==> config.mk <==
export PLATFORM = sky130hd
export DESIGN_NAME = fcg_core
export DESIGN_NICKNAME = d
export VERILOG_FILES = /design/src/core/fcg_pkg.sv /design/src/core/fcg_core.sv
export VERILOG_INCLUDE_DIRS = /design/src /design/src/core
export SDC_FILE = /design/constraint.sdc
export NUM_CORES = 1
export LEC_CHECK = 0
export BUFFER_PORTS_ARGS = -buffer_cell sky130_fd_sc_hd__buf_2
export CAP_MARGIN = 20
export CORE_MARGIN = 1
export CORE_UTILIZATION = 35
export CTS_CLUSTER_DIAMETER = 100
export DETAILED_ROUTE_END_ITERATION = 10
export PLACE_DENSITY = 0.65
export SLEW_MARGIN = 20
export SYNTH_ARGS = -nofsm -noshare
export SYNTH_HDL_FRONTEND = slang
export SYNTH_SLANG_ARGS = --single-unit
==> constraint.sdc <==
create_clock -name clk_sys -period 3.4 [get_ports clk_sys]
set_input_delay 0.34 -clock clk_sys [delete_from_list [all_inputs] [get_ports clk_sys]]
set_output_delay 0.34 -clock clk_sys [all_outputs]
set_load 0.05 [all_outputs]
==> src/core/fcg_defines.svh <==
// Register indices, reset values, masks and codes of the floppy config block.
`ifndef FCG_DEFINES_SVH
`define FCG_DEFINES_SVH

`define FCG_IDX_MODE  8'hf0
`define FCG_IDX_OPT   8'hf1
`define FCG_IDX_TYPE  8'hf2
`define FCG_IDX_RSVD  8'hf3
`define FCG_IDX_DRV0  8'hf4
`define FCG_IDX_DRV1  8'hf5
`define FCG_IDX_CTRL  8'h30
`define FCG_IDX_STAT  8'h31
`define FCG_ADDR(i)   ({2'h0, (i), 2'h0})

`define FCG_RST_MODE  8'h0e
`define FCG_RST_OPT   8'h00
`define FCG_RST_TYPE  8'hff
`define FCG_RST_DRV   8'h00

`define FCG_MASK_MODE 8'hdf
`define FCG_MASK_OPT  8'hfc
`define FCG_MASK_TYPE 8'hff
`define FCG_MASK_DRV  8'h5b

`define FCG_CTRL_ACT  0
`define FCG_CTRL_PWR  1

`define FCG_DENS_HI   2'h2
`define FCG_DENS_LO   2'h3

`define FCG_ECR_FIFO  3'h2
`define FCG_ECR_ECP   3'h3
`define FCG_ECR_TEST  3'h6

`define FCG_NSYNC     3

`endif

==> src/core/fcg_pkg.sv <==
// Types shared by the floppy configuration block and its users.
package fcg_pkg;

  typedef enum logic [1:0] {
    fcg_if_legacy_b = 2'h0,
    fcg_if_legacy_a = 2'h1,
    fcg_if_rsvd     = 2'h2,
    fcg_if_at       = 2'h3
  } fcg_if_t;

  typedef struct packed {
    logic    tristate;
    logic    push_pull;
    logic    rsvd;
    logic    swap;
    fcg_if_t if_mode;
    logic    non_burst;
    logic    enh_mode;
  } fcg_mode_t;

  typedef struct packed {
    logic [1:0] boot;
    logic       mid1_inv;
    logic       mid0_inv;
    logic [1:0] density;
    logic [1:0] rsvd;
  } fcg_opt_t;

  typedef struct packed {
    logic       z7;
    logic       precomp_off;
    logic       z5;
    logic [1:0] rate_table_bits;
    logic       z2;
    logic [1:0] drive_kind_bits;
  } fcg_drv_t;

  typedef struct packed {
    logic o;
    logic oe;
  } fcg_pin_t;

  typedef enum logic [3:0] {
    fcg_rid_mode,
    fcg_rid_opt,
    fcg_rid_type,
    fcg_rid_rsvd,
    fcg_rid_drv0,
    fcg_rid_drv1,
    fcg_rid_ctrl,
    fcg_rid_stat,
    fcg_rid_none
  } fcg_rid_t;

endpackage

==> src/core/fcg_core.sv <==
// Floppy configuration registers with interrupt and DMA pin gating.
`timescale 1ns/100ps
`include "fcg_defines.svh"
// Behaviour
// - DMA gate low floats floppy irq and acknowledge.
// - Floppy off or powered down floats its irq and acknowledge pins.
// - UART gate bit low floats that interrupt.
// - Standard parallel modes: irq enable gates interrupt.
// - Extended mode: DMA enable gates request; table irq.
// - Local gating adds to activate and address checks.
// - Game port and aux decode drive nothing.
// - Registers reset only on hard reset.
// - Mode bit 0 selects enhanced floppy mode.
// - Mode bit 1 selects non-burst DMA, default.
// - Mode bit 4 swaps drive and motor selects.
// - Mode bit 6 selects push-pull over open-drain.
// - Mode bit 7 floats outputs; parallel path untouched.
// - Option bits 3:2 force or pass density.
// - Option bits 4,5 invert media id inputs.
// - Option bits 7:6 name the boot drive.
// - Drive type register, two bits each, resets ones.
// - Index after drive type reads zero always.
// - Drive 0 settings: kind, rate table, zeros.
// - Settings bit 6 disables write precompensation.
// - Drive 1 settings mirror drive 0 layout.
// - Activate and power bits are one linked bit.
module fcg_core (
  input  wire logic                    clk_sys,
  input  wire logic                    rst,
  input  wire logic                    psel,
  input  wire logic                    penable,
  input  wire logic                    pwrite,
  input  wire logic [11:0]             paddr,
  input  wire logic [31:0]             pwdata,
  output wire logic [31:0]             prdata,
  output wire logic                    pready,
  output wire logic                    pslverr,
  input  wire logic                    floppy_dma_gate,
  input  wire logic                    fdc_base_ok,
  input  wire logic                    fdc_pwr_down,
  input  wire logic                    fdc_irq_req,
  input  wire logic                    fdc_dack_req,
  input  wire logic                    fdc_drq_pin,
  output wire logic                    fdc_drq_seen,
  input  wire logic [2:0]              dev_on,
  input  wire logic [1:0]              uart_irq_gate,
  input  wire logic [1:0]              uart_irq_req,
  input  wire logic                    ecp_on,
  input  wire logic [2:0]              ecr_mode,
  input  wire logic                    port_irq_enable,
  input  wire logic                    ecp_dma_enable,
  input  wire logic                    par_irq_req,
  input  wire logic                    par_dreq_req,
  input  wire logic [1:0]              drv_sel_req,
  input  wire logic [1:0]              mot_req,
  input  wire logic                    dens_req,
  input  wire logic [1:0]              media_id_pin,
  output wire fcg_pkg::fcg_pin_t       fdc_irq,
  output wire fcg_pkg::fcg_pin_t       fdc_dack,
  output wire fcg_pkg::fcg_pin_t [1:0] uart_irq,
  output wire fcg_pkg::fcg_pin_t       par_irq,
  output wire fcg_pkg::fcg_pin_t       parallel_dma_request,
  output wire fcg_pkg::fcg_pin_t [1:0] drv_sel,
  output wire fcg_pkg::fcg_pin_t [1:0] mot,
  output wire logic [1:0]              drv_sel_pp,
  output wire logic [1:0]              mot_pp,
  output wire logic                    dens_o,
  output wire logic [1:0]              media_id,
  output wire logic                    boot_valid,
  output wire logic                    boot_drive,
  output wire fcg_pkg::fcg_mode_t      mode_cfg,
  output wire fcg_pkg::fcg_opt_t       opt_cfg,
  output wire logic [7:0]              drive_type,
  output wire fcg_pkg::fcg_drv_t       drv0_cfg,
  output wire fcg_pkg::fcg_drv_t       drv1_cfg,
  output wire logic                    fdc_active
);

  typedef struct packed {
    fcg_pkg::fcg_mode_t      mode;
    fcg_pkg::fcg_opt_t       opt;
    logic [7:0]              dtype;
    fcg_pkg::fcg_drv_t       drv0;
    fcg_pkg::fcg_drv_t       drv1;
    logic                    act;
    logic [2:0]              s1;
    logic [2:0]              s2;
    logic [2:0]              s3;
    logic [2:0]              pin_q;
    fcg_pkg::fcg_pin_t       fdc_irq;
    fcg_pkg::fcg_pin_t       fdc_dack;
    logic                    drq_seen;
    fcg_pkg::fcg_pin_t [1:0] uart_irq;
    fcg_pkg::fcg_pin_t       par_irq;
    fcg_pkg::fcg_pin_t       par_dreq;
    fcg_pkg::fcg_pin_t [1:0] drv_sel;
    fcg_pkg::fcg_pin_t [1:0] mot;
    logic [1:0]              sel_pp;
    logic [1:0]              mot_pp;
    logic                    dens;
    logic [1:0]              media;
    logic                    boot_valid;
    logic                    boot_drive;
    logic [31:0]             prdata;
    logic                    pready;
    logic                    pslverr;
  } fcg_st_t;

  fcg_st_t             st_ff;
  fcg_st_t             nxt_st;
  fcg_pkg::fcg_rid_t   rid;
  logic [7:0]          rdv;
  logic [7:0]          wbyte;
  logic                wr_done;
  logic                fdc_en;
  logic                fdc_dma;
  logic                par_irq_en;
  logic [1:0]          sel_v;
  logic [1:0]          mot_v;
  logic [1:0]          sel_rev;

  function automatic fcg_pkg::fcg_rid_t reg_sel(input logic [11:0] a);
    unique case (a)
      `FCG_ADDR(`FCG_IDX_MODE): reg_sel = fcg_pkg::fcg_rid_mode;
      `FCG_ADDR(`FCG_IDX_OPT):  reg_sel = fcg_pkg::fcg_rid_opt;
      `FCG_ADDR(`FCG_IDX_TYPE): reg_sel = fcg_pkg::fcg_rid_type;
      `FCG_ADDR(`FCG_IDX_RSVD): reg_sel = fcg_pkg::fcg_rid_rsvd;
      `FCG_ADDR(`FCG_IDX_DRV0): reg_sel = fcg_pkg::fcg_rid_drv0;
      `FCG_ADDR(`FCG_IDX_DRV1): reg_sel = fcg_pkg::fcg_rid_drv1;
      `FCG_ADDR(`FCG_IDX_CTRL): reg_sel = fcg_pkg::fcg_rid_ctrl;
      `FCG_ADDR(`FCG_IDX_STAT): reg_sel = fcg_pkg::fcg_rid_stat;
      default:                  reg_sel = fcg_pkg::fcg_rid_none;
    endcase
  endfunction

  // The value is forced low when floated so a stale level never leaks.
  function automatic fcg_pkg::fcg_pin_t pin_gate(input logic en,
                                                 input logic v);
    pin_gate.o  = v & en;
    pin_gate.oe = en;
  endfunction

  // Open-drain only pulls low, so a high level is left to the pull-up.
  function automatic fcg_pkg::fcg_pin_t drv_pin(
    input fcg_pkg::fcg_mode_t m,
    input logic               v);
    drv_pin.o  = v;
    drv_pin.oe = ~m.tristate & (m.push_pull | ~v);
  endfunction

  assign wbyte   = pwdata[7:0];
  assign wr_done = psel & penable & st_ff.pready & pwrite;
  assign sel_rev = {drv_sel_req[0], drv_sel_req[1]};

  always_comb begin
    nxt_st = st_ff;
    rid    = reg_sel(paddr);

    // Three-stage synchroniser; a level counts once stages two and three
    // agree, which filters a single-cycle glitch on the pins.
    nxt_st.s1 = {fdc_drq_pin, media_id_pin};
    nxt_st.s2 = st_ff.s1;
    nxt_st.s3 = st_ff.s2;
    for (int i = 0; i < `FCG_NSYNC; i++) begin
      if (st_ff.s2[i] == st_ff.s3[i]) begin
        nxt_st.pin_q[i] = st_ff.s3[i];
      end
    end

    unique case (rid)
      fcg_pkg::fcg_rid_mode: rdv = st_ff.mode;
      fcg_pkg::fcg_rid_opt:  rdv = st_ff.opt;
      fcg_pkg::fcg_rid_type: rdv = st_ff.dtype;
      fcg_pkg::fcg_rid_drv0: rdv = st_ff.drv0;
      fcg_pkg::fcg_rid_drv1: rdv = st_ff.drv1;
      fcg_pkg::fcg_rid_ctrl: rdv = {6'h0, st_ff.act, st_ff.act};
      fcg_pkg::fcg_rid_stat: rdv = {2'h0, st_ff.par_dreq.oe,
                                    st_ff.par_irq.oe,
                                    st_ff.uart_irq[1].oe,
                                    st_ff.uart_irq[0].oe,
                                    st_ff.fdc_dack.oe,
                                    st_ff.fdc_irq.oe};
      default:               rdv = 8'h00;
    endcase

    // Zero-wait slave: pready rises the cycle after setup, data with it.
    nxt_st.pready  = psel & ~penable & ~st_ff.pready;
    nxt_st.prdata  = 32'h0;
    nxt_st.pslverr = 1'b0;
    if (psel & ~penable) begin
      nxt_st.prdata  = {24'h0, rdv};
      nxt_st.pslverr = (rid == fcg_pkg::fcg_rid_none);
    end

    // Reserved positions are masked so they always read back zero.
    if (wr_done) begin
      unique case (rid)
        fcg_pkg::fcg_rid_mode:
          nxt_st.mode = wbyte & `FCG_MASK_MODE;
        fcg_pkg::fcg_rid_opt:
          nxt_st.opt = wbyte & `FCG_MASK_OPT;
        fcg_pkg::fcg_rid_type:
          nxt_st.dtype = wbyte & `FCG_MASK_TYPE;
        fcg_pkg::fcg_rid_drv0:
          nxt_st.drv0 = wbyte & `FCG_MASK_DRV;
        fcg_pkg::fcg_rid_drv1:
          nxt_st.drv1 = wbyte & `FCG_MASK_DRV;
        fcg_pkg::fcg_rid_ctrl:
          nxt_st.act = wbyte[`FCG_CTRL_ACT] | wbyte[`FCG_CTRL_PWR];
        default: ;
      endcase
    end

    // Floppy gating stacks the local DMA gate on the device enables.
    fdc_en  = st_ff.act & fdc_base_ok & ~fdc_pwr_down;
    fdc_dma = fdc_en & floppy_dma_gate;
    nxt_st.fdc_irq  = pin_gate(fdc_dma, fdc_irq_req);
    nxt_st.fdc_dack = pin_gate(fdc_dma, fdc_dack_req);
    nxt_st.drq_seen = fdc_dma & st_ff.pin_q[2];

    // Only the floppy, UART and parallel sources feed request pins.
    for (int i = 0; i < 2; i++) begin
      nxt_st.uart_irq[i] = pin_gate(dev_on[i] & uart_irq_gate[i],
                                    uart_irq_req[i]);
    end

    par_irq_en = port_irq_enable;
    if (ecp_on && (ecr_mode == `FCG_ECR_FIFO ||
                   ecr_mode == `FCG_ECR_ECP ||
                   ecr_mode == `FCG_ECR_TEST)) begin
      par_irq_en = 1'b1;
    end
    nxt_st.par_irq  = pin_gate(dev_on[2] & par_irq_en,
                               par_irq_req);
    nxt_st.par_dreq = pin_gate(dev_on[2] & ecp_on & ecp_dma_enable,
                               par_dreq_req);

    sel_v = st_ff.mode.swap ? sel_rev : drv_sel_req;
    mot_v = st_ff.mode.swap ? {mot_req[0], mot_req[1]} : mot_req;
    nxt_st.sel_pp = sel_v;
    nxt_st.mot_pp = mot_v;
    for (int i = 0; i < 2; i++) begin
      nxt_st.drv_sel[i] = drv_pin(st_ff.mode, sel_v[i]);
      nxt_st.mot[i]     = drv_pin(st_ff.mode, mot_v[i]);
    end

    if (st_ff.opt.density == `FCG_DENS_HI) begin
      nxt_st.dens = 1'b1;
    end else if (st_ff.opt.density == `FCG_DENS_LO) begin
      nxt_st.dens = 1'b0;
    end else begin
      nxt_st.dens = dens_req;
    end

    nxt_st.media = st_ff.pin_q[1:0] ^
                   {st_ff.opt.mid1_inv, st_ff.opt.mid0_inv};
    nxt_st.boot_valid = ~st_ff.opt.boot[1];
    nxt_st.boot_drive = st_ff.opt.boot[0];
  end

  // Only the hard reset line reaches these flops; soft resets of the
  // floppy core never touch the configuration.
  always_ff @(posedge clk_sys) begin
    if (rst) begin
      st_ff      <= '0;
      st_ff.mode <= `FCG_RST_MODE;
      st_ff.opt  <= `FCG_RST_OPT;
      st_ff.dtype <= `FCG_RST_TYPE;
      st_ff.drv0 <= `FCG_RST_DRV;
      st_ff.drv1 <= `FCG_RST_DRV;
    end else begin
      st_ff <= nxt_st;
    end
  end

  assign prdata               = st_ff.prdata;
  assign pready               = st_ff.pready;
  assign pslverr              = st_ff.pslverr;
  assign fdc_drq_seen         = st_ff.drq_seen;
  assign fdc_irq              = st_ff.fdc_irq;
  assign fdc_dack             = st_ff.fdc_dack;
  assign uart_irq             = st_ff.uart_irq;
  assign par_irq              = st_ff.par_irq;
  assign parallel_dma_request = st_ff.par_dreq;
  assign drv_sel              = st_ff.drv_sel;
  assign mot                  = st_ff.mot;
  assign drv_sel_pp           = st_ff.sel_pp;
  assign mot_pp               = st_ff.mot_pp;
  assign dens_o               = st_ff.dens;
  assign media_id             = st_ff.media;
  assign boot_valid           = st_ff.boot_valid;
  assign boot_drive           = st_ff.boot_drive;
  assign mode_cfg             = st_ff.mode;
  assign opt_cfg              = st_ff.opt;
  assign drive_type           = st_ff.dtype;
  assign drv0_cfg             = st_ff.drv0;
  assign drv1_cfg             = st_ff.drv1;
  assign fdc_active           = st_ff.act;

  property p_fdc_gate;
    @(posedge clk_sys) disable iff (rst)
      !floppy_dma_gate |=> !fdc_irq.oe && !fdc_dack.oe && !fdc_drq_seen;
  endproperty
  a_fdc_gate: assert property (p_fdc_gate)
    else $error("Floppy pins driven with DMA gate low.");

  property p_fdc_off;
    @(posedge clk_sys) disable iff (rst)
      (!fdc_active || fdc_pwr_down) |=> !fdc_irq.oe && !fdc_dack.oe;
  endproperty
  a_fdc_off: assert property (p_fdc_off)
    else $error("Floppy pins driven while floppy is off.");

  property p_uart_gate;
    @(posedge clk_sys) disable iff (rst)
      !uart_irq_gate[1] |=> !uart_irq[1].oe;
  endproperty
  a_uart_gate: assert property (p_uart_gate)
    else $error("UART interrupt driven with its gate low.");

  property p_spp_irq;
    @(posedge clk_sys) disable iff (rst)
      !ecp_on && !port_irq_enable |=> !par_irq.oe;
  endproperty
  a_spp_irq: assert property (p_spp_irq)
    else $error("Parallel interrupt driven with enable low.");

  property p_ecp_irq;
    @(posedge clk_sys) disable iff (rst)
      ecp_on && dev_on[2] && ecr_mode == `FCG_ECR_TEST |=> par_irq.oe;
  endproperty
  a_ecp_irq: assert property (p_ecp_irq)
    else $error("Parallel interrupt not forced on in test mode.");

  property p_ecp_dma;
    @(posedge clk_sys) disable iff (rst)
      !ecp_dma_enable |=> !parallel_dma_request.oe;
  endproperty
  a_ecp_dma: assert property (p_ecp_dma)
    else $error("Parallel DMA request driven with enable low.");

  property p_base_bad;
    @(posedge clk_sys) disable iff (rst)
      !fdc_base_ok ##1 !fdc_base_ok |-> !fdc_irq.oe && !fdc_drq_seen;
  endproperty
  a_base_bad: assert property (p_base_bad)
    else $error("Floppy pins driven with a bad base address.");

  property p_hard_reset;
    @(posedge clk_sys) disable iff (rst)
      $fell(rst) |-> mode_cfg == `FCG_RST_MODE &&
                     drive_type == `FCG_RST_TYPE && !fdc_active;
  endproperty
  a_hard_reset: assert property (p_hard_reset)
    else $error("Configuration not at defaults after reset.");

  property p_mode_wr;
    @(posedge clk_sys) disable iff (rst)
      wr_done && paddr == `FCG_ADDR(`FCG_IDX_MODE)
      |=> mode_cfg == ($past(wbyte) & `FCG_MASK_MODE);
  endproperty
  a_mode_wr: assert property (p_mode_wr)
    else $error("Mode register did not take the written value.");

  property p_swap;
    @(posedge clk_sys) disable iff (rst)
      mode_cfg.swap |=> drv_sel_pp == $past(sel_rev);
  endproperty
  a_swap: assert property (p_swap)
    else $error("Drive selects not exchanged with swap set.");

  property p_open_drain;
    @(posedge clk_sys) disable iff (rst)
      !mode_cfg.push_pull && drv_sel_req[0] && !mode_cfg.swap
      |=> !drv_sel[0].oe;
  endproperty
  a_open_drain: assert property (p_open_drain)
    else $error("Open-drain select drove a high level.");

  property p_tristate;
    @(posedge clk_sys) disable iff (rst)
      mode_cfg.tristate |=> !drv_sel[0].oe && !drv_sel[1].oe &&
                            !mot[0].oe && !mot[1].oe;
  endproperty
  a_tristate: assert property (p_tristate)
    else $error("Floppy outputs driven while tri-stated.");

  property p_density;
    @(posedge clk_sys) disable iff (rst)
      opt_cfg.density == `FCG_DENS_LO |=> !dens_o;
  endproperty
  a_density: assert property (p_density)
    else $error("Density not forced low.");

  property p_boot;
    @(posedge clk_sys) disable iff (rst)
      opt_cfg.boot[1] |=> !boot_valid;
  endproperty
  a_boot: assert property (p_boot)
    else $error("Boot drive named with reserved code.");

  property p_rsvd_rd;
    @(posedge clk_sys) disable iff (rst)
      psel && !penable && paddr == `FCG_ADDR(`FCG_IDX_RSVD)
      |=> pready && prdata == 32'h0 && !pslverr;
  endproperty
  a_rsvd_rd: assert property (p_rsvd_rd)
    else $error("Reserved index did not read zero.");

  property p_drv_zero;
    @(posedge clk_sys) disable iff (rst)
      1'b1 |-> (drv0_cfg & ~`FCG_MASK_DRV) == 8'h00 &&
               (drv1_cfg & ~`FCG_MASK_DRV) == 8'h00;
  endproperty
  a_drv_zero: assert property (p_drv_zero)
    else $error("Unused drive settings bits not zero.");

  property p_link;
    @(posedge clk_sys) disable iff (rst)
      wr_done && paddr == `FCG_ADDR(`FCG_IDX_CTRL) &&
      wbyte[`FCG_CTRL_PWR] |=> fdc_active;
  endproperty
  a_link: assert property (p_link)
    else $error("Power bit did not activate the device.");

endmodule

======== Word-level counts from Yosys, hierarchy flattened ========
Index checks and enable logic that the tools add are counted.
W data, S select, Z words.
storage, ports and cells
  register bits ........................... 107
  bits of input ports ..................... 77
  output and inout port bits .............. 105
  word-level logic and storage cells ...... 135
cells by class
  equal/unequal tests ..................... 23
  mux-type cells .......................... 7
  bitwise operators ....................... 40
  reduce and logical (&&, ||, !) cells .... 11
operator list
  kind                    number
  $eq A12 B10 Y1 const B  6
  $pmux W8 S7             1
  $pmux W4 S8             1
  $and A1 B1 Y1           24
  $eq A12 B8 Y1 const B   2
  $eq A4 B3 Y1 const B    4
  $reduce_and A2 Y1       6
  $not A1 Y1              10
  $eq A3 B2 Y1 const B    2
  $or A1 B1 Y1            5
  $eq A2 B2 Y1 const B    2
  $eq A4 B1 Y1 const B    1
  $eq A4 B2 Y1 const B    1
  $eq A4 B4 Y1 const B    1
  $logic_not A4 Y1        1
  $mux W2                 2
  $eq A1 B1 Y1            3
  $eq A3 B3 Y1 const B    1
  $mux W1                 3
  $logic_or A1 B1 Y1      2
  $reduce_or A2 Y1        1
  $xor A2 B2 Y2           1
  $logic_and A1 B1 Y1     1

======== Logic depth before layout (Yosys ltp) ========
Gate-level depths: netlist of the first run.
  depth in word-level cells ............... 7
  mapped depth ............................ 8

======== Least setup slack after synthesis of the first run ========
OpenSTA, ideal clock, no wires.
  path kind ............................... reg2reg
  start ................................... register st_ff, in the netlist pready
  end ..................................... register st_ff, in the netlist drive_type[6]
  library setup time ...................... 120 ps
  arrival time ............................ 1849 ps
  data required time ...................... 3280 ps
  path slack .............................. 1432 ps
  stages on the path, launching flop included .. 6
  buffers on the path ..................... 1
  cells stage by stage .................... dfxtp_1 -> nand4_1 -> nor4_4 -> buf_6 -> nor2b_1 -> a211o_1
between the ends
  word-level cells in the longest chain between the ends .. 3
RTL lines
  what                                line             RTL
  start: declaration                  fcg_core.sv:109  fcg_st_t st_ff;
  start signal: assignment            fcg_core.sv:272  st_ff <= nxt_st;
  $and A1 B1 Y1 (2 in a row)          fcg_core.sv:152  assign wr_done = psel & penable & st_ff.pready & pwrite;
  $reduce_and A2 Y1 (no source line)  --
Every way passes these cells.
A chain may end at the register's enable or synchronous reset.

======== Final worst setup path of the first run ========
  start ................................... input paddr[3]
  end ..................................... register st_ff, in the netlist opt_cfg[3]
between the ends
  word-level cells in the longest chain between the ends .. 4
  elaborated cells on any way between the ends .. 11
RTL lines
  what                                             line             RTL
  start: declaration                               fcg_core.sv:33   input wire logic [11:0] paddr,
  $eq A12 B8 Y1 or $eq A12 B10 Y1 (tied branches)  fcg_core.sv:123  unique case (a)
  $pmux W4 S8 *                                    fcg_core.sv:123
  $eq A4 B1 Y1 *                                   fcg_core.sv:197  unique case (rid)
  $reduce_and A2 Y1 (no source line) *             --
Every way passes the cells marked *; elsewhere a longest branch is shown, timed or not.

==> run summary, run 1 <==
The data required time at the worst endpoint is 3.62 ns. Worst clock skew: 0.00998 ns. Along the worst path, the maximum fanout reaches 11. The tools report the final max-slew violation count as 0. The tools report the remaining routing DRC violations as 1.

STA puts the critical path data arrival time at 2.28 ns. The routed design has 9.00 mm of wire. After layout, the minimum clock period comes to 2.06 ns.

After layout, the design draws a total of 0.00197 W. For the net total in the final layout, the log shows 556. After synthesis the cells add up to 3880 um2. The number of input and output port buffers inserted came out at 124. The synthesized design spends more area on one cell type than any other, namely sky130_fd_sc_hd__dfxtp_1. For this run, global-route usage on met1 was measured as 20.7%. The kind of cell adding the most delay to the critical path was simple AND/OR/NAND/NOR gates.

The CTS clock-pin slew for the worst setup and hold paths is 0.09 ns, and the number of hold-slack violations in the final timing report is 0. The checks that failed: design-rule violations. For the relative max-transition margin, the log shows 43.9%. The final sum of negative setup slack was 0 ns. The post-synthesis area per instance is 9.15 um2. Counting along the longest clock path gives a buffer depth of 2. The root buffer cell chosen for the clock tree is sky130_fd_sc_hd__clkbuf_8.

Including well taps, the total number of placed cells is 608. The logs give 1.39 ns for the setup slack of the most critical reg-to-reg path and 0 for the number of buffers added for setup after CTS. For the worst flop-to-flop path, the logic depth is 5.

Worst min-delay path class: in2reg. Among all cell types in the netlist, the one instantiated most often is sky130_fd_sc_hd__buf_4. The wire-length estimate of the detail-placed layout is 6.72 mm. The post-synthesis cell count was 424; the area after detailed placement was 3990 um2.

The combined buffer and inverter count along the critical path was 1; the standard cell core area was 10800 um2. The worst path uses 60.5% of the clock period. The logs give 40.8% for the proportion of synthesized chip area in sequential cells and 9 for the number of clock buffers inserted by TritonCTS.

The clock tree synthesis step divided the H-tree into 3 levels. The transition time of the tightest slew-check pin is 0.836 ns. The endpoint of the lowest-slack register-to-register path was opt_cfg[3]$_SDFFE_PP0P_. At the end of routability-driven placement, the weighted congestion stood at 0.801.

The footprint of the flip-flops and latches is 1580 um2. Once layout is done, the placed cells without fillers occupy 4220 um2. Cells with a size suffix above 1 make up 32.4% of the layout. In the final layout, the multi-input gates occupy 1590 um2. The tools report the worst vdd rail ir drop as 0.154 mV. The number of global-route vias before repair came out at 2670. In this run the horizontal extent of the chip is 107 um.

The number of violations reported at the end of detailed-routing iteration 0 was 152. In the post-synthesis netlist, the biggest area contributors are sky130_fd_sc_hd__dfxtp_1, sky130_fd_sc_hd__buf_4, sky130_fd_sc_hd__mux2i_1. The total overflow left after global routing is 0. From synthesis to final layout, the design area changed by 8.90%. The startpoint identified for the worst register-to-register timing path is pready$_SDFF_PP0_. The ratio of total power to cell area is 468 nW/um2.

Using the TritonRoute via totals, the vias-per-cell ratio works out to 4.66. Detailed routing inserted a total of 2906 vias. The floorplan step set the die height to 107 um. The register bit total from synthesis was 79. Setup violations remaining at the end of the flow were counted as 0. The number of max-cap violations is 0. Clock tree synthesis found a total of 79 sinks.

The most crowded layer after global routing is met2. The post-place setup slack is 1.01 ns, and the stage delay of the slowest cell on the critical path is 0.54 ns. The leakage power summed over all cells is 1.87 nW. The number of distinct standard cells referenced by the synthesized netlist was 55.

After synthesis, the largest area contributor takes up 40.8% of total cell area. The run gives 38 as the site row count. Derived from the worst setup path, the maximum achievable clock frequency is 0.486 GHz.

In the global route stage, met2 resource usage came out at 24.7%. At the later pin of the worst-skew pair, clock insertion delay measures 0.35 ns. The worst-case setup margin in the final layout was 1.34 ns. The commonest cells after synthesis are sky130_fd_sc_hd__buf_4, sky130_fd_sc_hd__dfxtp_1, sky130_fd_sc_hd__nor2_1. In this run the remaining antenna-violating nets after routing total 0.

182 I/O pins were placed. The capture endpoint of the worst hold path is par_irq[1]$_SDFF_PP0_. TritonCTS built the clock tree.

The fraction of registers with async set/reset is 0%, and the count of warnings emitted by yosys is 0. The run gives 0 as the number of antenna violations at the first check in global routing. The tools report the kind of end point of the critical path as a flop. The main flop type after synthesis is sky130_fd_sc_hd__dfxtp_1. The floorplan step defined a die boundary enclosing 11500 um2. Setup repair after global routing left no endpoint under its margin. Cell with the largest stage delay on the worst path: sky130_fd_sc_hd__or4_4. The diode insertion count for antenna repair is 0.

The number of inserted filler cells in the final layout came out at 1102. The first global-routing pass estimated 13.8 mm of wire. Traced cell by cell, the critical path runs through buf_2 > or4_4 > nor3_4 > and3_1 > mux2i_1 > nor2_1. The worst setup path is of the in2reg kind. The post-cts sizing count was 0; the number of hold buffers added after cts was 0.

Counting instances, the worst hold path has a depth of 2. Global routing used 16.0% of the available tracks. For the maximum number of pins on one net before global-route repair, the log shows 60. Final routed wire length divided by cell count: 14.4 um.

The number of synthesized flops with an enable pin was 0; the final cell count without fillers was 624. Launch instance of the worst min-delay path: par_irq_req. The run finished, with violations left. For this run, the detailed router's first-pass iteration total came to 7. The tools report the startpoint class of the critical path as an input pin. Global routing used 4.12% of the available met3 tracks. Once the floorplan was initialized, standard cells occupied 35.8% of the core.
==> kinds of logic after synthesis <==
group | after synthesis | synth area share [%]
simple gates | 130 | 19.2
buf+inv | 118 | 21.4
flops | 79 | 40.8
compound gates | 75 | 13.1
mux | 19 | 4.97
xor+xnor | 2 | 0.452
other cells | 1 | 0.0967
==> metrics by stage <==
stage / util [%] / hold slack, ns
global route: 39.0 / 0.155
finish: 39.0 / 0.185
global placement: 36.8 / 0.417
CTS: 39.0 / 0.156
floorplan: - / 0.414
detailed placement: 36.8 / 0.429
==> sequential cells by signal, summed over array words and instances, names as in the netlist, 2 cells and up <==
signal	flops
drv1_cfg	5
drv_sel	3
drv0_cfg	5
mot	3
par_irq	2
opt_cfg	6
nxt_st	6
media_id	2
drive_type	8
prdata	8
fdc_dack	2
parallel_dma_request	2
st_ff	6
uart_irq	4
mode_cfg	7
==> cells in the final DEF (no fill, tap or decap), drive strengths merged, types with 5 or more instances in the layout <==
cell type,n
mux2i,17
and3,9
clkbuf,10
nor2b,18
inv,5
nand2,24
nor2,29
dfxtp,79
nand3,17
o21ai,16
o21a,5
buf,126
and2,9
conb,33
a21oi,22
a211o,11
==> metal layers <==
metal	wire (um)	part of all wire, %	vias to the layer above
li1	-	-	1436
met1	4040	45	1331
met2	4110	46	126
met3	660	7.3	13
met4	187	2.1	0
met5	0	0	-
==> how the worst max path moves through the flow <==
stage,from,end,depth (start not counted)
after CTS,paddr[3],opt_cfg[3]$_SDFFE_PP0P_,6
after global routing,pready$_SDFF_PP0_,drive_type[1]$_SDFFE_PP1P_,4
after global placement,paddr[3],opt_cfg[7]$_SDFFE_PP0P_,6
after detailed placement,paddr[3],opt_cfg[3]$_SDFFE_PP0P_,6
final,paddr[3],opt_cfg[3]$_SDFFE_PP0P_,6
after floorplan,pready$_SDFF_PP0_,drive_type[6]$_SDFFE_PP1P_,5
==> worst reg2reg max path: stages (launching register included) <==
cell and delay [ns]:
sky130_fd_sc_hd__dfxtp_1 0.37, sky130_fd_sc_hd__nand4_1 0.27, sky130_fd_sc_hd__nor3_4 0.43, sky130_fd_sc_hd__and3_1 0.51
sky130_fd_sc_hd__mux2i_1 0.26, sky130_fd_sc_hd__nor2_1 0.05
==> where the power goes <==
part	leakage, nW	internal (W)	switching (W)
sequential	0.642	0.000939	0.00000583
combinational	1.12	0.0000485	0.000187
clock	0.109	0.000437	0.000357
total	1.87	0.00142	0.000550
==> cell type report <==
class | count | area share [%]
clock buffer | 10 | 3.26
timing repair buffer | 126 | 15.0
multi-input combinational | 259 | 37.6
clock inverter | 6 | 2.19
inverter | 4 | 0.355
tap | 140 | 4.15
sequential | 79 | 37.4
Power figures use the tool's default switching activity.
==> run 2: changes to the inputs <==
- PLACE_DENSITY: 0.65 -> 0.67
- clock period: 3.4 -> 1.7 ns (I/O delays scaled with it)
==> run 2 against run 1 <==
The flow now finishes without violations. Final cell count up 5.1%. Register-to-register slack worse by 1.3 ns. Non-clock buffer count is 32 higher. Routed wire length is 4.2% higher. Sequential share of layout area fell by 1.7 points. Final area increased by 4.9%. Clock power increased by 60%. Worst hold slack got worse by 0.16 ns. First-iteration DRC count is 11% lower. Sequential power grew 100%. Count of clock-buffer cells in the layout rose by 1. Largest power group unchanged.
==> run summary, run 2 (synthesized netlist as in run 1, its figures left out) <==
Registers are responsible for 51.5% of the overall power. The number of top-level design ports was 182; the worst vdd rail ir drop was 0.327 mV. The clock network burns 34.7% of the power.

During placement, the flow inserted port buffers numbering 124. For this run, the top clock speed supported by timing is 0.624 GHz. The tools report the via count as 3050. The CTS clock-pin slew for the worst setup and hold paths works out to 0.08 ns.

The H-tree was split into 3 levels. The run gives 0 as the leftover overflow at the end of global routing. Total power for the finished layout comes to 0.00366 W.

The internal power of the cells totals 0.00257 W. Final routed wire length divided by cell count: 14.3 um. The tools report the critical path data arrival time as 1.82 ns. For this configuration, the core starts out at a cell density of 35.8%.

The reg-to-reg startpoint was pready$_SDFF_PP0_. On the final layout, the worst clock skew is 0.0105 ns. In the final routing, the length of wire on met1 measures 4.22 mm.

For this run, design rule violations remaining after detail routing come to 0. Along the worst hold path, the cell count comes to 2. For the number of antenna violations at the first check in global routing, the log shows 0.

The routed length on met3 is 682 um, and the die span in y is 107 um. The final core utilization is 40.9%, and the overall routing resource usage is 16.5%. Setup repair after global routing left no endpoint under its margin.

Most common cell after layout, fill and taps aside: sky130_fd_sc_hd__buf_2. The run gives 4.31 mm as the wire length on met2. Clock tree synthesis selected as its root buffer the cell sky130_fd_sc_hd__clkbuf_8.

The congestion estimate from routability-driven global placement came to 0.825. The relative max-transition margin was 66.5%. For the number of instances in the placed design, the log shows 638. The worst min-delay path class was in2reg. Counting every sink on the clock net gives 79. In this run, the number of DRC markers left after iteration 0 of detailed routing was 135.

The number of max-cap violations is 0. Uppermost layer routed: met4. After detailed routing, the number of vias per cell comes to 4.65.

The maximum clock insertion buffer count came out at 2. The tools report the capture endpoint of the worst hold path as uart_irq[1]$_SDFF_PP0_. In this run switching power makes up 30.0% of total power.

The maximum number of pins on one net before global-route repair came out at 38. The ratio of total power to cell area was 827 nW/um2. Detailed placement finished with a half-perimeter wire length of 7.19 mm.

After routing the design area is 4430 um2. The share of post-route cells with drive strength above 1 was 36.2%; the net total in the final layout was 588. Number of clock buffers inserted by TritonCTS: 9.

The endpoint of the lowest-slack register-to-register path is opt_cfg[5]$_SDFFE_PP0P_. Measured along the x axis, the die boundary spans 107 um. For the worst flop-to-flop path, the logic depth is 6. The floorplan step defined a die boundary enclosing 11500 um2. Leaving out fill and tap cells, the most frequent cells in the layout are sky130_fd_sc_hd__buf_2, sky130_fd_sc_hd__dfxtp_1, sky130_fd_sc_hd__conb_1. The count of cells in the finished layout, fillers not included, comes to 656.

The area added between synthesis and finish was 14.2%. For the pin with the worst max-slew slack, the measured transition is 0.496 ns. The logs give 0.1 ns for the setup slack of the most critical reg-to-reg path and 0 for the final max-slew violation count. In this run the most critical hold path is launched from uart_irq_req[0].

Row generation in the floorplan step produced 38 rows. Setup violations remaining at the end of the flow were counted as 0. In this run the static leakage power is 2.01 nW. At the later pin of the worst-skew pair, clock insertion delay measures 0.35 ns. TritonCTS built the clock tree. Startpoint class of the critical path: a flop.

The logs give 0 for the number of hold-slack violations in the final timing report and 0 for the diode insertion count for antenna repair. The first global-routing pass estimated 14.4 mm of wire. The number of search-and-repair iterations in the first detailed-routing pass was 4; the data required time at the worst endpoint was 1.92 ns.

The run gives 2807 as the number of global-route vias before repair. The combinational fraction of design power is 13.7%. The count of nets left with antenna violations once routing finished came out at 0. The worst setup path is captured at a flop. The total area inside the core boundary comes to 10800 um2. The critical path is of the reg2reg type. In this run the cell area measured after placement is 4240 um2. Post-CTS timing repair inserted 0 buffers for setup.

In this run the worst path has a maximum fanout of 4. The clock period could shrink to 1.60 ns. The flow ran to the end, and the final reports show no timing, DRC or antenna violations. The share of the cycle needed by the critical path after routing came out at 94.2%. The routed wire length was 9.38 mm. The run gives 0.0211 ns as the worst hold slack. Summed over all nets, the switching power comes to 0.00110 W.
run 2: how the worst max path moves through the flow:
stage | startpoint | endpoint | slack, ns | cells after the start
floorplan | paddr[1] | drive_type[6]$_SDFFE_PP1P_ | 0.007 | 5
global placement | paddr[1] | opt_cfg[5]$_SDFFE_PP0P_ | -0.14 | 7
detailed placement | paddr[1] | drv1_cfg[0]$_SDFFE_PP0P_ | -0.17 | 6
CTS | pready$_SDFF_PP0_ | opt_cfg[5]$_SDFFE_PP0P_ | 0.1 | 6
global route | pready$_SDFF_PP0_ | opt_cfg[2]$_SDFFE_PP0P_ | 0.02 | 6
finish | pready$_SDFF_PP0_ | opt_cfg[5]$_SDFFE_PP0P_ | 0.1 | 6
run 2: area by class of cell:
class                   count  area, um2
fillers                  1106       6410
multi-input cells         259       1590
flip-flops and latches     79       1590
repair buffers            158        893
well taps                 140        175
clock buffers              11        141
clock inverters             5       33.8
inverters                   4       15.0
run 2: stage by stage:
stage / setup slack [ns] / setup TNS, ns
floorplan: 0.00709 / 0
global placement: -0.139 / -2.76
detailed placement: -0.166 / -3.33
CTS: 0.0989 / 0
global route: 0.0212 / 0
finish: 0.0978 / 0
run 2: worst max-delay path, cell delays in order (launching register included):
cell,delay [ns]
sky130_fd_sc_hd__dfxtp_4,0.36
sky130_fd_sc_hd__nand4_1,0.23
sky130_fd_sc_hd__nor3_4,0.29
sky130_fd_sc_hd__and3_1,0.22
sky130_fd_sc_hd__buf_4,0.15
sky130_fd_sc_hd__mux2i_1,0.18
sky130_fd_sc_hd__nor2_1,0.05
run 2: power by group through the flow:
stage | registers, W | clock network (W) | logic [W]
floorplan | 0.00195 | 0 | 0.000420
global placement | 0.00193 | 0 | 0.000494
detailed placement | 0.00193 | 0 | 0.000499
CTS | 0.00189 | 0.00131 | 0.000503
global route | 0.00189 | 0.00139 | 0.000533
finish | 0.00189 | 0.00127 | 0.000503
run 2: routing by layer:
layer	track usage (%)	vias to the layer above
li1	-	1500
met4	6.26	0
met5	0	-
met2	27.0	132
met1	21.1	1406
met3	3.93	12
run 2: timing repair:
| item | in CTS | in global routing |
|---|---|---|
| hold buffers | 1 | 1 |
| resized for setup | 0 | 0 |
| endpoints found under the hold margin | 1 | 1 |
==> run 3: changes to the inputs <==
- BUFFER_PORTS_ARGS: -buffer_cell sky130_fd_sc_hd__buf_2 -> default
- DONT_BUFFER_PORTS: default -> 1
- PLACE_DENSITY: 0.67 -> 0.53
==> run 3 against run 2 <==
Final area is 1.2% lower. Combinational power is 15% lower. Sequential share of layout area is 0.45 points higher. Worst hold slack worse by 0.0028 ns. Die area stayed put. Core utilization is 0.51 points lower. Final cell count is 10% lower. Sequential cell count stayed put. First-iteration DRC count is 46% higher. Via count is 5.5% lower. Critical path depth is 3 lower. Highest routed layer unchanged.
==> run summary, run 3 (synthesized netlist as in run 1, its figures left out) <==
The tools report the launch instance of the worst min-delay path as rst. Across the run, the number of max-cap violations was 0. The worst setup path is captured at a flop. For the effective utilization at floorplan, the log shows 35.8%. For this block, the routed nets add up to 9.97 mm of wire. The run gives 59 as the maximum number of pins on one net before global-route repair. In this run, CTS created clock tree buffers numbering 9. The worst-case IR drop observed on VDD is 0.503 mV. Once layout is complete, the utilization of the core stands at 40.4%.

The startpoint class of the critical path is a flop. Net switching is 28.6% of the power. The number of antenna violations at the first check in global routing was 0. The instance count along the most critical hold path was 2; the maximum clock insertion buffer count was 2. The type of the worst setup path is reg2reg. The footprint of the flip-flops and latches came out at 1590 um2. Dividing the detail-routed wire length by the instance count gives 16.9 um. The share of total power dissipated in sequential elements is 50.1%.

The number of search-and-repair iterations in the first detailed-routing pass was 4. Timing would allow up to 0.614 GHz. For the worst setup path, the data required time is 1.96 ns. In the layout the commonest cells are sky130_fd_sc_hd__dfxtp_1, sky130_fd_sc_hd__buf_4, sky130_fd_sc_hd__conb_1, sky130_fd_sc_hd__dlygate4sd3_1, sky130_fd_sc_hd__nor2_1. Setup repair after global routing left no endpoint under its margin.

Post-CTS timing repair inserted 0 buffers for setup. For this run, the post-layout net count is 522. Counting every sink on the clock net gives 79.

Clock network latency to the later pin of the worst-skew pair: 0.38 ns. In this run the tightest slew margin relative to its limit is 58.4%. In the finished design, the share of the clock period the worst path needs comes to 95.7%. In this run the vertical extent of the chip is 107 um. The logs give 11500 um2 for the area of the die and 6.69 mm for the HPWL after detailed placement. The post-route netlist has 20.2% of its cells at a drive strength greater than 1. The reg-to-reg startpoint is mode_cfg[4]$_SDFFE_PP0P_. The root buffer cell chosen for the clock tree is sky130_fd_sc_hd__clkbuf_8.

The number of top-level design ports came out at 182. Combinational cells account for 11.2% of the total power. The worst register-to-register path ends at drv_sel_pp[0]$_SDFF_PP0_. The post-cts sizing count is 0. Using the TritonRoute via totals, the vias-per-cell ratio works out to 4.88. Dividing total power by cell area gives a power density of 880 nW/um2. In this run the register-to-register setup slack is 0.07 ns. For the worst flop-to-flop path, the logic depth is 3. The site row count was 38; the number of input and output port buffers inserted was 0. TritonCTS built the clock tree. For the via count, the log shows 2882.

The run gives 0 as the final max-slew violation count. OpenSTA, run right after detailed placement, puts the worst setup slack at -0.0494 ns. The diode insertion count for antenna repair came out at 0. The flow ran to the end, and the final reports show no timing, DRC or antenna violations. The top fanout value on the critical path was 7; the wire length of the first global-routing pass was 15.1 mm.

The total area inside the core boundary comes to 10800 um2. After detailed routing, the number of remaining DRC violations is 0. Routability-driven placement finished with a final weighted congestion of 0.829. Compared with the post-synthesis result, the final layout area differs by 12.8%. Between clock sinks in the finished design, the worst skew comes to 0.0120 ns.

The logs give 0 for the count of antenna-violating nets left after detailed routing and 197 for the number of violations reported at the end of detailed-routing iteration 0. The most common cell after layout, fill and taps aside was sky130_fd_sc_hd__dfxtp_1. The number of levels the H-tree was split into is 3, and the clock period minus worst slack is 1.63 ns.

For this run, the total global-route usage over all layers was measured as 18.0%. The logs give 2743 for the number of global-route vias before repair and 0 for the final-report setup violation count. The logs give 1.89 ns for the critical path data arrival time and 0.0724 ns for the worst-case setup margin in the final layout. In this run the worst hold path is classified as in2reg.

Summed over all nets, the switching power comes to 0.00110 W. The CTS clock-pin slew for the worst setup and hold paths was 0.08 ns. Transition time of the tightest slew-check pin: 0.616 ns.

Width of the die: 107 um. The number of hold-slack violations in the final timing report was 0. The path with the worst hold slack has its endpoint at pready$_SDFF_PP0_. The logs give 0 for the leftover overflow at the end of global routing and 0.00275 W for the total internal power. The number of inserted filler cells in the final layout came out at 1090.

For this design the static power due to leakage is 1.76 nW. In this run, the clock network consumes 38.7% of the power. The run gives 1590 um2 as the area used by multi-input combinational logic.
## run 3: changes by cell type in the layout (fill, tap and decap cells not counted), sizes merged
cell         delta
buf            -97
clkinvlp        -1
dlygate4sd3    +31
bufinv          +1
## run 3: how the worst max path moves through the flow
stage,endpoint,cells past startpoint,start,slack (ns)
after floorplan,drive_type[6]$_SDFFE_PP1P_,5,paddr[1],0.007
after global placement,drv1_cfg[4]$_SDFFE_PP0P_,5,paddr[1],-0.02
after detailed placement,drv1_cfg[4]$_SDFFE_PP0P_,5,paddr[1],-0.05
after CTS,opt_cfg[4]$_SDFFE_PP0P_,6,pready$_SDFF_PP0_,0.11
after global routing,drv_sel_pp[0]$_SDFF_PP0_,3,mode_cfg[4]$_SDFFE_PP0P_,0.003
final,drv_sel_pp[0]$_SDFF_PP0_,3,mode_cfg[4]$_SDFFE_PP0P_,0.07
## run 3: metal layers
metal / part of all wire, % / wire [um] / GRT usage [%]
met5: 0 / 0 / 0
met2: 49 / 4920 / 29.1
met3: 7.2 / 713 / 6.42
met4: 1.7 / 165 / 7.05
met1: 42 / 4170 / 21.9
## run 3: per-stage QoR
stage	cell area, um2	TNS, ns	total power [W]	hold slack [ns]	std cells
after floorplan	4000	0	0.00237	0.254	456
after global placement	3810	-0.121	0.00229	0.248	540
after detailed placement	3810	-0.299	0.00230	0.250	540
after CTS	4380	0	0.00389	0.00278	590
after global routing	4380	0	0.00401	0.00918	590
final	4380	0	0.00385	0.0183	590
## run 3: layout make-up
type,count,share of cell area (%)
Sequential cell,79,36.2
Tap cell,140,4.00
Timing Repair Buffer,92,18.4
Clock buffer,11,3.46
Clock inverter,5,1.29
Inverter,4,0.343
Multi-Input combinational cell,259,36.3
## run 3: power groups by stage
| stage | combinational [W] | sequential (W) | clock [W] |
|---|---|---|---|
| final | 0.000429 | 0.00193 | 0.00149 |
| after global routing | 0.000452 | 0.00193 | 0.00163 |
| after CTS | 0.000425 | 0.00193 | 0.00154 |
| after detailed placement | 0.000324 | 0.00197 | 0 |
| after global placement | 0.000322 | 0.00197 | 0 |
| after floorplan | 0.000420 | 0.00195 | 0 |
## run 3: timing repair
| item | 4_1_cts | 5_1_grt |
|---|---|---|
| endpoints found under the setup margin | 0 | 0 |
| hold buffers | 34 | 0 |
| hold endpoints to repair | 66 | 0 |
## run 3: critical path, stage by stage (launching register included)
cell	delay, ns
sky130_fd_sc_hd__dfxtp_1	0.56
sky130_fd_sc_hd__mux2i_1	0.32
sky130_fd_sc_hd__dlygate4sd3_1	0.60
sky130_fd_sc_hd__nor2_1	0.04
